## src/pec_pkg.sv

```systemverilog
package pec_pkg;

    // ------------------------------------------------------------------
    // register map (byte addresses)
    // ------------------------------------------------------------------
    localparam logic [7:0] PEC_RISE_OFS   = 8'h00;
    localparam logic [7:0] PEC_FALL_OFS   = 8'h04;
    localparam logic [7:0] PEC_FLAGS_OFS  = 8'h08;
    localparam logic [7:0] PEC_CTRL_OFS   = 8'h0C;
    localparam logic [7:0] PEC_ANSEL_OFS  = 8'h10;
    localparam logic [7:0] PEC_STATUS_OFS = 8'h14;

    // ------------------------------------------------------------------
    // field layout and reset values
    // ------------------------------------------------------------------
    localparam int          PEC_PINS        = 6;
    localparam int          PEC_CTRL_MEN    = 0;
    localparam int          PEC_STAT_SUM    = 0;
    localparam int          PEC_STAT_IRQ    = 1;
    localparam logic [5:0]  PEC_EN_RST      = 6'h00;
    localparam logic [5:0]  PEC_FLAG_RST    = 6'h00;
    localparam logic [5:0]  PEC_ANSEL_RST   = 6'h00;
    localparam logic [1:0]  PEC_RESP_OKAY   = 2'h0;
    localparam logic [1:0]  PEC_RESP_SLVERR = 2'h2;

    // write request held until both channels are in
    typedef struct packed {
        logic [7:0]  addr;
        logic [31:0] data;
        logic [3:0]  strb;
    } pec_wreq_t;

endpackage

```

## src/pec_top.sv

```systemverilog
// What this block does
// - A change interrupt leaves the block only while the master enable is set.
// - Edge detection and flag setting go on with the master enable clear.
// - Every one of the six pins has its own rising and falling detector.
// - A set bit 5..0 of the rising enable register arms rising detection.
// - A set bit 5..0 of the falling enable register arms falling detection.
// - Both enables set on a pin detect edges of either polarity.
// - A pin flag is set on an enabled rising or enabled falling edge.
// - The summary flag is the OR of the six pin flags and is read-only.
// - Writing zero to a pin flag clears it; only hardware sets flags.
// - An enabled edge during a flag write leaves that flag set.
// - An enabled edge wakes the core from sleep when the master is set.
// - A flag from an edge in sleep is set before the first wake cycle.
// - Enables and flags reset to zero, and bits 7 and 6 read as zero.
// - A pin selected as analog reads as a constant zero to the detectors.
`timescale 1ns/1ps
`default_nettype none

module pec_top
    import pec_pkg::*;
(
    // clock and reset
    input  wire logic        clk_in,
    input  wire logic        arst_n_in,
    // port pins
    input  wire logic [5:0]  port_pin_in,
    // axi4-lite write address
    input  wire logic        s_axi_awvalid_in,
    output var  logic        s_axi_awready_out,
    input  wire logic [7:0]  s_axi_awaddr_in,
    // axi4-lite write data
    input  wire logic        s_axi_wvalid_in,
    output var  logic        s_axi_wready_out,
    input  wire logic [31:0] s_axi_wdata_in,
    input  wire logic [3:0]  s_axi_wstrb_in,
    // axi4-lite write response
    output var  logic        s_axi_bvalid_out,
    input  wire logic        s_axi_bready_in,
    output var  logic [1:0]  s_axi_bresp_out,
    // axi4-lite read address
    input  wire logic        s_axi_arvalid_in,
    output var  logic        s_axi_arready_out,
    input  wire logic [7:0]  s_axi_araddr_in,
    // axi4-lite read data
    output var  logic        s_axi_rvalid_out,
    input  wire logic        s_axi_rready_in,
    output var  logic [31:0] s_axi_rdata_out,
    output var  logic [1:0]  s_axi_rresp_out,
    // core side
    output var  logic        irq_out,
    output var  logic        wake_out
);

    // ------------------------------------------------------------------
    // functions
    // ------------------------------------------------------------------
    // known register offsets
    function automatic logic pec_mapped(input logic [7:0] a);
        pec_mapped = (a == PEC_RISE_OFS) || (a == PEC_FALL_OFS) ||
                     (a == PEC_FLAGS_OFS) || (a == PEC_CTRL_OFS) ||
                     (a == PEC_ANSEL_OFS) || (a == PEC_STATUS_OFS);
    endfunction

    // ------------------------------------------------------------------
    // pin synchroniser and edge detect
    // ------------------------------------------------------------------
    logic [5:0] sync1_q;
    logic [5:0] sync2_q;
    logic [5:0] prev_q;
    logic [5:0] ansel_q;
    logic [5:0] pin_dig;
    logic [5:0] rise_pulse;
    logic [5:0] fall_pulse;

    // two flops; the first one is read by nothing else
    always_ff @(posedge clk_in or negedge arst_n_in) begin
        if (!arst_n_in) begin
            sync1_q <= 6'h00;
            sync2_q <= 6'h00;
        end else begin
            sync1_q <= port_pin_in;
            sync2_q <= sync1_q;
        end
    end

    // analog pins look like a steady zero
    assign pin_dig = sync2_q & ~ansel_q;

    // last sample, kept apart from the synchroniser
    always_ff @(posedge clk_in or negedge arst_n_in) begin
        if (!arst_n_in) begin
            prev_q <= 6'h00;
        end else begin
            prev_q <= pin_dig;
        end
    end

    // per-pin detectors, one pulse per edge
    assign rise_pulse = pin_dig & ~prev_q;
    assign fall_pulse = ~pin_dig & prev_q;

    // ------------------------------------------------------------------
    // axi4-lite slave
    // ------------------------------------------------------------------
    logic       aw_q;
    logic       w_q;
    pec_wreq_t  wreq_q;
    logic       wr_fire;
    logic       rd_fire;

    // one write at a time: address and data may arrive in either order
    assign wr_fire = aw_q && w_q && !s_axi_bvalid_out;

    always_ff @(posedge clk_in or negedge arst_n_in) begin
        if (!arst_n_in) begin
            aw_q              <= 1'b0;
            w_q               <= 1'b0;
            wreq_q            <= '0;
            s_axi_awready_out <= 1'b1;
            s_axi_wready_out  <= 1'b1;
            s_axi_bvalid_out  <= 1'b0;
            s_axi_bresp_out   <= PEC_RESP_OKAY;
        end else begin
            if (s_axi_awvalid_in && s_axi_awready_out) begin
                aw_q              <= 1'b1;
                wreq_q.addr       <= s_axi_awaddr_in;
                s_axi_awready_out <= 1'b0;
            end
            if (s_axi_wvalid_in && s_axi_wready_out) begin
                w_q              <= 1'b1;
                wreq_q.data      <= s_axi_wdata_in;
                wreq_q.strb      <= s_axi_wstrb_in;
                s_axi_wready_out <= 1'b0;
            end
            if (wr_fire) begin
                aw_q             <= 1'b0;
                w_q              <= 1'b0;
                s_axi_bvalid_out <= 1'b1;
                s_axi_bresp_out  <= pec_mapped(wreq_q.addr) ?
                                    PEC_RESP_OKAY : PEC_RESP_SLVERR;
            end
            // reopen address and data only once the response is taken
            if (s_axi_bvalid_out && s_axi_bready_in) begin
                s_axi_bvalid_out  <= 1'b0;
                s_axi_awready_out <= 1'b1;
                s_axi_wready_out  <= 1'b1;
            end
        end
    end

    // write strobe per register, only the low byte lane carries data
    logic       wr_lane0;
    logic [5:0] wbits;
    assign wr_lane0 = wr_fire && wreq_q.strb[0];
    assign wbits    = wreq_q.data[5:0];

    // ------------------------------------------------------------------
    // configuration registers
    // ------------------------------------------------------------------
    logic [5:0] rise_edge_enable_q;
    logic [5:0] fall_edge_enable_q;
    logic       change_irq_master_enable_q;

    always_ff @(posedge clk_in or negedge arst_n_in) begin
        if (!arst_n_in) begin
            rise_edge_enable_q         <= PEC_EN_RST;
            fall_edge_enable_q         <= PEC_EN_RST;
            change_irq_master_enable_q <= 1'b0;
            ansel_q                    <= PEC_ANSEL_RST;
        end else if (wr_lane0) begin
            unique case (wreq_q.addr)
                PEC_RISE_OFS: rise_edge_enable_q <= wbits;
                PEC_FALL_OFS: fall_edge_enable_q <= wbits;
                PEC_CTRL_OFS: begin
                    change_irq_master_enable_q <= wreq_q.data[PEC_CTRL_MEN];
                end
                PEC_ANSEL_OFS: ansel_q <= wbits;
                default: ;
            endcase
        end
    end

    // ------------------------------------------------------------------
    // pin change flags
    // ------------------------------------------------------------------
    logic [5:0] pin_change_flag_q;
    logic [5:0] hit;
    logic       flag_wr;

    // either or both polarities may be armed per pin
    assign hit = (rise_pulse & rise_edge_enable_q)
               | (fall_pulse & fall_edge_enable_q);
    assign flag_wr = wr_lane0 && (wreq_q.addr == PEC_FLAGS_OFS);

    // set wins over a written zero; detection ignores the master enable
    always_ff @(posedge clk_in or negedge arst_n_in) begin
        if (!arst_n_in) begin
            pin_change_flag_q <= PEC_FLAG_RST;
        end else if (flag_wr) begin
            pin_change_flag_q <= (pin_change_flag_q & wbits) | hit;
        end else begin
            pin_change_flag_q <= pin_change_flag_q | hit;
        end
    end

    // summary flag, no storage of its own
    logic change_irq_summary_flag;
    assign change_irq_summary_flag = |pin_change_flag_q;

    // ------------------------------------------------------------------
    // interrupt and wake outputs
    // ------------------------------------------------------------------
    // registered so the outputs come from flops; one cycle behind the flag
    always_ff @(posedge clk_in or negedge arst_n_in) begin
        if (!arst_n_in) begin
            irq_out  <= 1'b0;
            wake_out <= 1'b0;
        end else begin
            irq_out  <= change_irq_summary_flag &&
                        change_irq_master_enable_q;
            // wake is asserted with the flag already stored
            wake_out <= change_irq_summary_flag &&
                        change_irq_master_enable_q;
        end
    end

    // ------------------------------------------------------------------
    // read channel
    // ------------------------------------------------------------------
    logic [31:0] rd_word;

    // unmapped and reserved bits read zero
    always_comb begin
        rd_word = 32'h0000_0000;
        unique case (s_axi_araddr_in)
            PEC_RISE_OFS:  rd_word[5:0] = rise_edge_enable_q;
            PEC_FALL_OFS:  rd_word[5:0] = fall_edge_enable_q;
            PEC_FLAGS_OFS: rd_word[5:0] = pin_change_flag_q;
            PEC_CTRL_OFS:  rd_word[PEC_CTRL_MEN] = change_irq_master_enable_q;
            PEC_ANSEL_OFS: rd_word[5:0] = ansel_q;
            PEC_STATUS_OFS: begin
                rd_word[PEC_STAT_SUM] = change_irq_summary_flag;
                rd_word[PEC_STAT_IRQ] = irq_out;
            end
            default: rd_word = 32'h0000_0000;
        endcase
    end

    assign rd_fire = s_axi_arvalid_in && s_axi_arready_out;

    always_ff @(posedge clk_in or negedge arst_n_in) begin
        if (!arst_n_in) begin
            s_axi_arready_out <= 1'b1;
            s_axi_rvalid_out  <= 1'b0;
            s_axi_rdata_out   <= 32'h0000_0000;
            s_axi_rresp_out   <= PEC_RESP_OKAY;
        end else begin
            if (rd_fire) begin
                s_axi_arready_out <= 1'b0;
                s_axi_rvalid_out  <= 1'b1;
                s_axi_rdata_out   <= rd_word;
                s_axi_rresp_out   <= pec_mapped(s_axi_araddr_in) ?
                                     PEC_RESP_OKAY : PEC_RESP_SLVERR;
            end
            if (s_axi_rvalid_out && s_axi_rready_in) begin
                s_axi_rvalid_out  <= 1'b0;
                s_axi_arready_out <= 1'b1;
            end
        end
    end
endmodule

`default_nettype wire

```

## config.mk

```make
export PLATFORM = sky130hd
export DESIGN_NAME = pec_top
export DESIGN_NICKNAME = d
export VERILOG_FILES = /design/src/pec_pkg.sv /design/src/pec_top.sv
export SDC_FILE = /design/constraint.sdc
export NUM_CORES = 1
export LEC_CHECK = 0
export ABC_AREA = 0
export BUFFER_PORTS_ARGS = -buffer_cell sky130_fd_sc_hd__buf_2
export CAP_MARGIN = 5
export CELL_PAD_IN_SITES_DETAIL_PLACEMENT = 0
export CELL_PAD_IN_SITES_GLOBAL_PLACEMENT = 2
export CORE_UTILIZATION = 34
export DETAILED_ROUTE_END_ITERATION = 10
export PLACE_DENSITY_LB_ADDON = 0.1
export SLEW_MARGIN = 10
export SYNTH_ARGS = -nofsm -noshare
export SYNTH_HDL_FRONTEND = slang
export SYNTH_SLANG_ARGS = --single-unit
```

## constraint.sdc

```tcl
create_clock -name clk_in -period 3.7 [get_ports clk_in]
set_input_delay 0.185 -clock clk_in [delete_from_list [all_inputs] [get_ports clk_in]]
set_output_delay 0.185 -clock clk_in [all_outputs]
set_load 0.05 [all_outputs]
```

==> impl_results.md, run 1 <==
- Outcome: finished, final reports clean
- Initial antenna violation count: 0
- CTS H-tree lvls: 3
- Grt ovf: 0
- CTS Buf Count: 9
- Number of flip-flops under the largest register name: 9
- Max-slew violation count: 0
- Async SR Flop Fraction: 100%
- CTS tree: done
- Slowest-stage cell, CP: or4_4
- Vias per cell: 4.49
- Mapped cell area: 3260 sq um
- Share of layout cells above drive strength 1: 30.6%
- CP Max Fanout: 6
- Latest clock arrival within the worst-skew pair: 0.35 ns
- R2R Path Start: wreq_q[36]
- Reg2reg path depth: 4
- Most frequent cell after synthesis: dfrtp_1
- Critical path class: reg -> reg
- Unrepaired setup endpoints after global routing: no
- Clk buf depth: 2
- Worst hold start: s_axi_rready_in
- Clock Sinks: 74
- Synth area leaders: dfrtp_1 54%, buf_4 6.7%, mux2_2 6.2%, mux2_1 3.5%, mux2_4 2.8%
- TNS Setup: 0 ns
- Diode count: 0
- Top reg by flops: wreq_q
- Layout area overhead: 17.6%
- Post-CTS Setup Repair Bufs: 0
- CP most frequent cell: or4_4
- Routability cong.: 0.714
- Core area: 9280 sq um
- Crit start category: flop
- Final setup violating endpoints: 0
- Number of global-route vias before repair: 2058
- Skew final: 0.00725 ns
- Final period util: 65.2%
- Critical path capture point type: flop
- Crit path buffers/inverters: 0
- Detailed placer's ending HPWL: 4290 um
- Final setup margin: 1.29 ns
- Nets@finish: 390
- Initial DRT Pass Iterations: 4
- Minimum clock period: 2.41 ns
- Crit path max-delay family: simple AND/OR/NAND/NOR gates
- Slew headroom: 37.1%
- Via Count: 2060
- Max incr delay on CP: 0.62 ns
- Cell count after placement: 434
- Yosys top cell area share: 54.5%
- Largest net degree at the start of global routing: 75
- Antenna-violating nets left: 0
- Root Buffer Master: clkbuf_8
- Site Rows: 35
- Clock transition at path regs: 0.08 ns
- Synth warn: 0
- Worst slew pin tran: 0.944 ns
- Min-Delay Path Depth: 2
- First-pass GRT wire length: 10400 um
- Post-route DRC: 0
- Register bit total from synthesis: 74
- Crit path from: wreq_q[36]
- Core Util, Final: 41.3%
- Synth Instances: 260
- DIE WIDTH: 99.9 um
- Leak: 1.79 nW
- Cell variety after synth: 40
- Power Density: 629 nW/um^2
- Fmax: 415 MHz
- Max cap viols: 0
- Starting DRT DRC Count: 30
- CP required: 3.93 ns
- Register area share after synthesis: 56.9%
- Die height: 99.9 um
- Post-placement setup slack: 1.28 ns
- Final WL: 6310 um
- Primary FF master, synth: dfrtp_1
- Die Footprint: 9990 sq um
- Buffers on Ports: 50
- DR WL/cell: 13.8 um
- Synth cell count leaders: 71 x dfrtp_1, 29 x buf_4, 18 x mux2_2, 18 x nand2_1, 14 x o21ai_0
- Mean area per synthesized cell: 12.5 sq um
- WP depth: 4
- Final hold vios: 0
- Io pins: 108
- Initial Utilization: 35.1%
- Worst hold path type: in -> reg
- Cell accounting for the most synthesized area: dfrtp_1
- Number of synthesized flops with an enable pin: 0
- Layout Cells excl Fill: 459
- GRT Util Overall: 13.9%
- Cell Chain, Critical Path: or4_4 > or3_4 > or4_4 > mux2_4
- CP arrival: 2.64 ns
- Peak VDD IR: 362 uV
## area by class of cell
type                    count  area (sq um)
clock inverters             6          66.3
well taps                 129           161
fillers                   924          5450
multi-input cells         174          1240
inverters                   6          22.5
clock buffers              10           138
repair buffers             60           348
flip-flops and latches     74          1860
## worst register-to-register path: stages, from the launching register on
cell and delay (ns):
dfrtp_1 0.38, or4_4 0.55, or3_4 0.43, or4_4 0.62, mux2_4 0.33
## power by group
group / internal, mW / switching [mW]
clock network: 0.329 / 0.308
logic: 0.224 / 0.353
registers: 1.01 / 0.187
total: 1.56 / 0.849
## cells in the final DEF, fill, tap and decap left out, types with 6 or more instances in the layout
cell | netlist | layout
a21oi_1 | 8 | 8
buf_2 | 0 | 50
clkbuf_8 | 0 | 10
conb_1 | 1 | 28
dfrtp_1 | 71 | 71
dlygate4sd3_1 | 0 | 9
inv_1 | 6 | 6
mux2_1 | 10 | 10
mux2_2 | 18 | 18
mux2_4 | 6 | 6
mux2i_1 | 6 | 6
nand2_1 | 18 | 18
nand3b_1 | 8 | 8
nor2_1 | 7 | 7
nor2b_1 | 7 | 7
o211ai_1 | 6 | 6
o21ai_0 | 14 | 14
## metal layers
metal / global-route usage, % / share of wire, %
met2: 20.4 / 44
met4: 4.75 / 1.2
met5: 0 / 0
met3: 4.18 / 3.5
met1: 19.5 / 52
## per-stage QoR
stage | hold slack (ns) | instance area [sq um] | total power, mW
after floorplan | -0.111 | 3360 | 1.64
after global placement | 0.293 | 3540 | 1.78
after detailed placement | 0.294 | 3540 | 1.79
after CTS | 0.0107 | 3830 | 2.45
after global routing | 0.0198 | 3830 | 2.57
final | 0.0253 | 3830 | 2.41
## worst paths after layout
check	slack, ns	to
max reg2reg	1.29	rise_edge_enable_q[4]
max in group asynchronous	3.02	ansel_q[0]
min	0.03	s_axi_rvalid_out
max	1.29	rise_edge_enable_q[4]
min reg2reg	0.35	sync2_q[0]
min in group asynchronous	0.05	pin_change_flag_q[1]
## cells by family (layout without fill, tap and decap cells)
logic type / count (synthesis) / after routing / share of synthesized area (%)
DFF: 74 / 74 / 56.9
AOI/OAI and AO/OA: 44 / 44 / 8.29
buffers and inverters: 39 / 82 / 8.06
muxes: 41 / 41 / 15.0
and+or+nand+nor: 61 / 61 / 11.7
other: 1 / 28 / 0.115
## what timing repair did
item                      in CTS  in global routing
resized for setup              0                  0
hold endpoints to repair       9                  0
hold buffers                   9                  0
Note: power is estimated with default switching activity, not from simulation.
==> inputs of run 2 (changes only) <==
--- a/config.mk
+++ b/config.mk
@@ -5,12 +5,12 @@
 export SDC_FILE = /design/constraint.sdc
 export NUM_CORES = 1
 export LEC_CHECK = 0
-export ABC_AREA = 0
+export ABC_AREA = 1
 export BUFFER_PORTS_ARGS = -buffer_cell sky130_fd_sc_hd__buf_2
 export CAP_MARGIN = 5
 export CELL_PAD_IN_SITES_DETAIL_PLACEMENT = 0
 export CELL_PAD_IN_SITES_GLOBAL_PLACEMENT = 2
-export CORE_UTILIZATION = 34
+export CORE_UTILIZATION = 27
 export DETAILED_ROUTE_END_ITERATION = 10
 export PLACE_DENSITY_LB_ADDON = 0.1
 export SLEW_MARGIN = 10
==> constraint.sdc (replaced) <==
create_clock -name clk_in -period 2.03 [get_ports clk_in]
set_input_delay 0.1015 -clock clk_in [delete_from_list [all_inputs] [get_ports clk_in]]
set_output_delay 0.1015 -clock clk_in [all_outputs]
set_load 0.05 [all_outputs]
==> run 2 against run 1 <==
Against the previous run:
- total power up 120%
- largest power group unchanged
- clock skew about the same
- area after synthesis is 6.9% higher
- sequential power up 82%
- synthesized cell count up 48%
- worst setup slack lost 0.77 ns
- clock power increased by 130%
- hold slack lost 0.0021 ns
- sequential cell count stayed put
- global-route usage down 0.29 points
- count of clock-buffer cells in the layout up 5
- wire length up 27%
==> impl_results.md, run 2 <==
- Power Density: 1200 nW/um^2 (+91%)
- Slew headroom: 61.6% (+25 points)
- Max cap viols: 0 (unchanged)
- Mapped cell area: 3490 sq um (+6.9%)
- PnR Total Power: 5.24 mW (+120%)
- Final setup violating endpoints: 0 (unchanged)
- Io pins: 108 (unchanged)
- CP arrival: 1.72 ns (-0.92 ns)
- Register bit total from synthesis: 74 (unchanged)
- CTS H-tree lvls: 3 (unchanged)
- Routability cong.: 0.725 (+1.5%)
- Fmax: 664 MHz (+60%)
- DIE WIDTH: 116 um (+16%)
- Site Rows: 41 (+17%)
- CTS tree: done
- Post-CTS Setup Repair Bufs: 0 (unchanged)
- Minimum clock period: 1.51 ns (-0.904 ns)
- Starting DRT DRC Count: 99 (+230%)
- Grt ovf: 0 (unchanged)
- Core area: 12600 sq um (+36%)
- Initial DRT Pass Iterations: 4 (unchanged)
- Final hold vios: 0 (unchanged)
- Register area share after synthesis: 53.2% (-3.7 points)
- Cell accounting for the most synthesized area: dfrtp_1
- GRT Util Overall: 13.6% (-0.29 points)
- Vias per cell: 4.01 (-11%)
- Die height: 116 um (+16%)
- Antenna-violating nets left: 0 (unchanged)
- Critical path class: reg -> reg
- CP required: 2.24 ns (-1.69 ns)
- Nets@finish: 533 (+37%)
- Root Buffer Master: clkbuf_16
- Worst slew pin tran: 0.574 ns (-0.370 ns)
- TNS Setup: 0 ns (unchanged)
- Synth cell count leaders: 98 x nand2_1, 71 x dfrtp_1, 44 x inv_1
- Final WL: 7990 um (+27%)
- DR WL/cell: 12.4 um (-9.8%)
- Synth area leaders: dfrtp_1 51%, nand2_1 11%, buf_4 6.5%, inv_1 4.7%, o21ai_2 4.5%
- Cell variety after synth: 32 (-20%)
- Die Footprint: 13400 sq um (+34%)
- Unrepaired setup endpoints after global routing: no
- Diode count: 0 (unchanged)
- Final setup margin: 0.523 ns (-0.766 ns)
- Max-slew violation count: 0 (unchanged)
- Most common cell after layout, fill and taps aside: nand2_1
- Outcome: finished, final reports clean
- Commonest cells after routing, fill and taps aside: 98 x nand2_1, 71 x dfrtp_1, 49 x buf_2, 44 x inv_1
- CTS Buf Count: 9 (unchanged)
- Critical path capture point type: flop
- Post-DP Area: 3820 sq um (+8.0%)
- Primary FF master, synth: dfrtp_1
- Mean area per synthesized cell: 9.06 sq um (-28%)
- Yosys top cell area share: 51.0% (-3.5 points)
- Number of synthesized flops with an enable pin: 0 (unchanged)
- Most frequent cell after synthesis: nand2_1
- Buffers on Ports: 50 (unchanged)
- Share of layout cells above drive strength 1: 22.5% (-8.1 points)
- Detailed placer's ending HPWL: 5440 um (+27%)
- Via Count: 2585 (+25%)
- Fillcell total: 1353 (+46%)
- Top reg by flops: wreq_q
- Worst hold path type: in -> reg
- Initial antenna violation count: 0 (unchanged)
- Number of flip-flops under the largest register name: 9 (unchanged)
- CP Max Fanout: 12 (+6)
- Async SR Flop Fraction: 100% (unchanged)
- Synth warn: 0 (unchanged)
- Synth Instances: 385 (+48%)
- Post-placement setup slack: 0.509 ns (-0.771 ns)
- Number of global-route vias before repair: 2568 (+25%)
- Post-route DRC: 0 (unchanged)
- Layout area overhead: 25.1%
- Leak: 2.24 nW (+25%)
- Initial Utilization: 27.6% (-7.5 points)
- Clk buf depth: 2 (unchanged)
- Final period util: 74.2% (+9.1 points)
- First-pass GRT wire length: 13400 um (+28%)
- Latest clock arrival within the worst-skew pair: 0.33 ns (-0.02 ns)
- Peak VDD IR: 477 uV (+32%)
- Skew final: 0.00725 ns (-0.00000888 ns)
- Crit start category: flop
- Clock transition at path regs: 0.06 ns (-0.02 ns)
- Largest net degree at the start of global routing: 40 (-47%)
- Design Area, Final: 4360 sq um (+14%)
- Clock Sinks: 74 (unchanged)
run 2: path summary, 6_finish.rpt:
path | from | endpoint | slack (ns) | depth (start not counted)
worst max-delay path | s_axi_bvalid_out | fall_edge_enable_q[3] | 0.52 | 6
worst min-delay path | s_axi_rready_in | s_axi_rvalid_out | 0.02 | 4
worst max register to register | s_axi_bvalid_out | fall_edge_enable_q[3] | 0.52 | 6
worst min register to register | sync1_q[3] | sync2_q[3] | 0.35 | 0
max in group asynchronous | arst_n_in | prev_q[0] | 1.16 | 3
min in group asynchronous | arst_n_in | rise_edge_enable_q[2] | 0.30 | 2
run 2: area by class of cell:
type / instances / area [sq um] / area share, %
timing repair buffer: 80 / 558 / 12.8
inverter: 45 / 169 / 3.87
multi-input combinational: 258 / 1300 / 29.7
sequential: 74 / 1860 / 42.5
tap: 172 / 215 / 4.93
clock buffer: 15 / 268 / 6.14
run 2: cells by family (layout without fill, tap and decap cells):
logic type             after synthesis  count (layout)  synth area share (%)
AOI/OAI and AO/OA                   55              55                  10.2
buffers and inverters               80             140                  12.5
DFF                                 74              74                  53.2
other                                1              28                 0.108
and+or+nand+nor                    175             175                  24.0
run 2: metal layers:
layer  routed length, um  share of wire, %  vias to the layer above  GRT usage, %
met2                3410                43                       67          21.2
met4                 176               2.2                        0          6.92
li1                    -                 -                     1334             -
met5                   0                 0                        -             0
met3                 290               3.6                       12          2.46
met1                4120                52                     1172          18.1
run 2: through the flow:
stage	std cells	utilization, %	hold slack (ns)
after floorplan	412	-	-0.194
after global placement	602	30.3	0.129
after detailed placement	602	30.3	0.127
after CTS	644	34.6	0.0108
after global routing	644	34.6	0.0365
final	644	34.6	0.0231
run 2: repair_timing:
| item | in CTS | in global routing |
|---|---|---|
| gates resized for setup | 0 | 0 |
| endpoints found under the hold margin | 59 | 0 |
| hold buffers | 27 | 0 |
run 2: power by group:
group / leakage, nW / internal, mW / switching (mW)
registers: 0.934 / 1.90 / 0.279
logic: 1.17 / 0.443 / 1.14
clock network: 0.130 / 0.890 / 0.586
total: 2.24 / 3.23 / 2.00
run 2: worst max-delay path, cell delays in order (launching register included):
cell and delay [ns]:
dfrtp_1 0.40, inv_2 0.09, nand3_4 0.12, nor2_8 0.24, nand4_4 0.31, nand2_1 0.16
o21ai_2 0.06
==> inputs of run 3 (changes only) <==
==> constraint.sdc (replaced) <==
create_clock -name clk_in -period 1.35 [get_ports clk_in]
set_input_delay 0.0675 -clock clk_in [delete_from_list [all_inputs] [get_ports clk_in]]
set_output_delay 0.0675 -clock clk_in [all_outputs]
set_load 0.05 [all_outputs]
==> run 3 against run 2 <==
Against the previous run:
- the flow now finishes with violations (setup timing)
- fmax up 8.6%
- core utilization up 2.2 points
- total power up 56%
- count of clock-buffer cells in the layout unchanged
- critical endpoint is now rise_edge_enable_q[0]
- highest routed layer unchanged
==> impl_results.md, run 3 (synthesized netlist as in run 2, its figures left out) <==
- Number of global-route vias before repair: 2605 (+1.4%)
- Minimum clock period: 1.39 ns (-0.120 ns)
- Most common cell after layout, fill and taps aside: nand2_1
- Number of flip-flops under the largest register name: 9 (unchanged)
- CP required: 1.57 ns (-0.67 ns)
- Initial DRT Pass Iterations: 4 (unchanged)
- Top sig layer: met4
- PnR Total Power: 8.19 mW (+56%)
- Outcome: finished with violations
- R2R Path Start: wreq_q[43]
- CTS tree: done
- Final hold slack: 0.192 ns (+0.169 ns)
- CTS H-tree lvls: 3 (unchanged)
- Power Density: 1770 nW/um^2 (+47%)
- Via Count: 2674 (+3.4%)
- Skew final: 0.00541 ns (-0.00183 ns)
- Latest clock arrival within the worst-skew pair: 0.34 ns (about the same)
- Unrepaired setup endpoints after global routing: yes
- Routability cong.: 0.743 (+2.5%)
- Layout area overhead: 33.0%
- Share of layout cells above drive strength 1: 28.7% (+6.2 points)
- First-pass GRT wire length: 13600 um (+1.0%)
- Grt ovf: 0 (unchanged)
- Critical path class: reg -> reg
- Peak VDD IR: 754 uV (+58%)
- Crit start category: flop
- Final period util: 103% (+29 points)
- Final hold vios: 0 (unchanged)
- Post-route DRC: 0 (unchanged)
- Violated checks: setup timing
- Metal3 WL: 355 um (+22%)
- CP Max Fanout: 12 (unchanged)
- Detailed placer's ending HPWL: 5650 um (+3.9%)
- Core area: 12600 sq um (unchanged)
- Site Rows: 41 (unchanged)
- Crit path from: wreq_q[43]
- Die height: 116 um (unchanged)
- Worst hold path type: in -> async
- Antenna-violating nets left: 0 (unchanged)
- Layout Cells excl Fill: 671 (+4.2%)
- Max cap viols: 0 (unchanged)
- Design Area, Final: 4640 sq um (+6.3%)
- Leak: 2.39 nW (+6.9%)
- Post-DP Area: 4040 sq um (+5.5%)
- Clk buf depth: 2 (unchanged)
- Buffers on Ports: 50 (unchanged)
- Die Footprint: 13400 sq um (unchanged)
- Largest net degree at the start of global routing: 25 (-38%)
- DR WL/cell: 12.0 um (-3.5%)
- Vias per cell: 3.99 (-0.72%)
- Top reg by flops: wreq_q
- Initial antenna violation count: 0 (unchanged)
- Clock transition at path regs: 0.05 ns (about the same)
- Critical path capture point type: flop
- CTS Buf Count: 9 (unchanged)
- Clock Sinks: 74 (unchanged)
- Cell count after placement: 623 (+3.5%)
- Nets@finish: 560 (+5.1%)
- Initial Utilization: 27.6% (unchanged)
- GRT Util Overall: 13.8% (+0.24 points)
- Io pins: 108 (unchanged)
- Max-slew violation count: 0 (unchanged)
- Final setup violating endpoints: 15 (+15)
- Met1 WL: 4040 um (-1.8%)
- Commonest cells after routing, fill and taps aside: 89 x nand2_1, 70 x dfrtp_1, 49 x buf_2, 43 x inv_1
- Fillcell total: 1315 (-2.8%)
- Final WL: 8040 um (+0.59%)
- Root Buffer Master: clkbuf_16
- Metal2 WL: 3450 um (+1.3%)
- Diode count: 0 (unchanged)
- CP arrival: 1.60 ns (-0.12 ns)
- Fmax: 721 MHz (+8.6%)
- Final setup margin: -0.0369 ns (-0.560 ns)
- Starting DRT DRC Count: 94 (-5.1%)
- DIE WIDTH: 116 um (unchanged)
-- run 3: repair_timing --
item / 4_1_cts / 5_1_grt
buffers inserted: 2 / 4
endpoints found under the setup margin: 12 / 21
cloned: 0 / 0
resized for setup: 0 / 5
hold buffers: 28 / 0
pin swaps: 1 / 3
hold endpoints to repair: 88 / 0
-- run 3: where the power goes --
group | internal [mW] | switching (mW)
combinational | 0.946 | 1.80
clock | 1.29 | 0.877
sequential | 2.86 | 0.422
-- run 3: final timing paths --
path	to	slack (ns)	depth (start not counted)
worst max-delay path	rise_edge_enable_q[0]	-0.04	8
worst min-delay path	s_axi_rdata_out[3]	0.19	2
worst max register to register	rise_edge_enable_q[0]	-0.04	8
worst min register to register	sync2_q[2]	0.35	0
max in group asynchronous	s_axi_wready_out	0.64	3
min in group clk_in	s_axi_rresp_out[1]	0.26	6
-- run 3: through the flow --
stage                     worst slack [ns]  setup TNS, ns  utilization (%)
after detailed placement           -0.0351         -0.203             32.0
after global routing                -0.141          -1.92             36.8
after global placement           -0.000615      -0.000615             32.0
final                              -0.0369         -0.212             36.8
after CTS                          -0.0319         -0.152             36.5
after floorplan                    -0.0555         -0.254                -
-- run 3: routing by layer --
layer  vias up  GRT usage [%]
met5         -              0
met4         0           7.18
met3        12           2.93
met2        74           20.7
met1      1203           18.9
li1       1385              -
-- run 3: cell type report --
type / instances / area, sq um / share of cell area [%]
inverters: 45 / 169 / 3.64
multi-input cells: 258 / 1330 / 28.6
repair buffers: 107 / 815 / 17.6
flip-flops and latches: 74 / 1860 / 40.0
clock buffers: 15 / 258 / 5.56
well taps: 172 / 215 / 4.64
-- run 3: critical path, cell delays in order, from the launching register on --
cell and delay, ns:
dfrtp_1 0.38, nor2_2 0.13, nand2_2 0.09, nor2_4 0.17, buf_4 0.14, nand3b_4 0.07, buf_12 0.16, nand2_1 0.07
o21ai_2 0.05
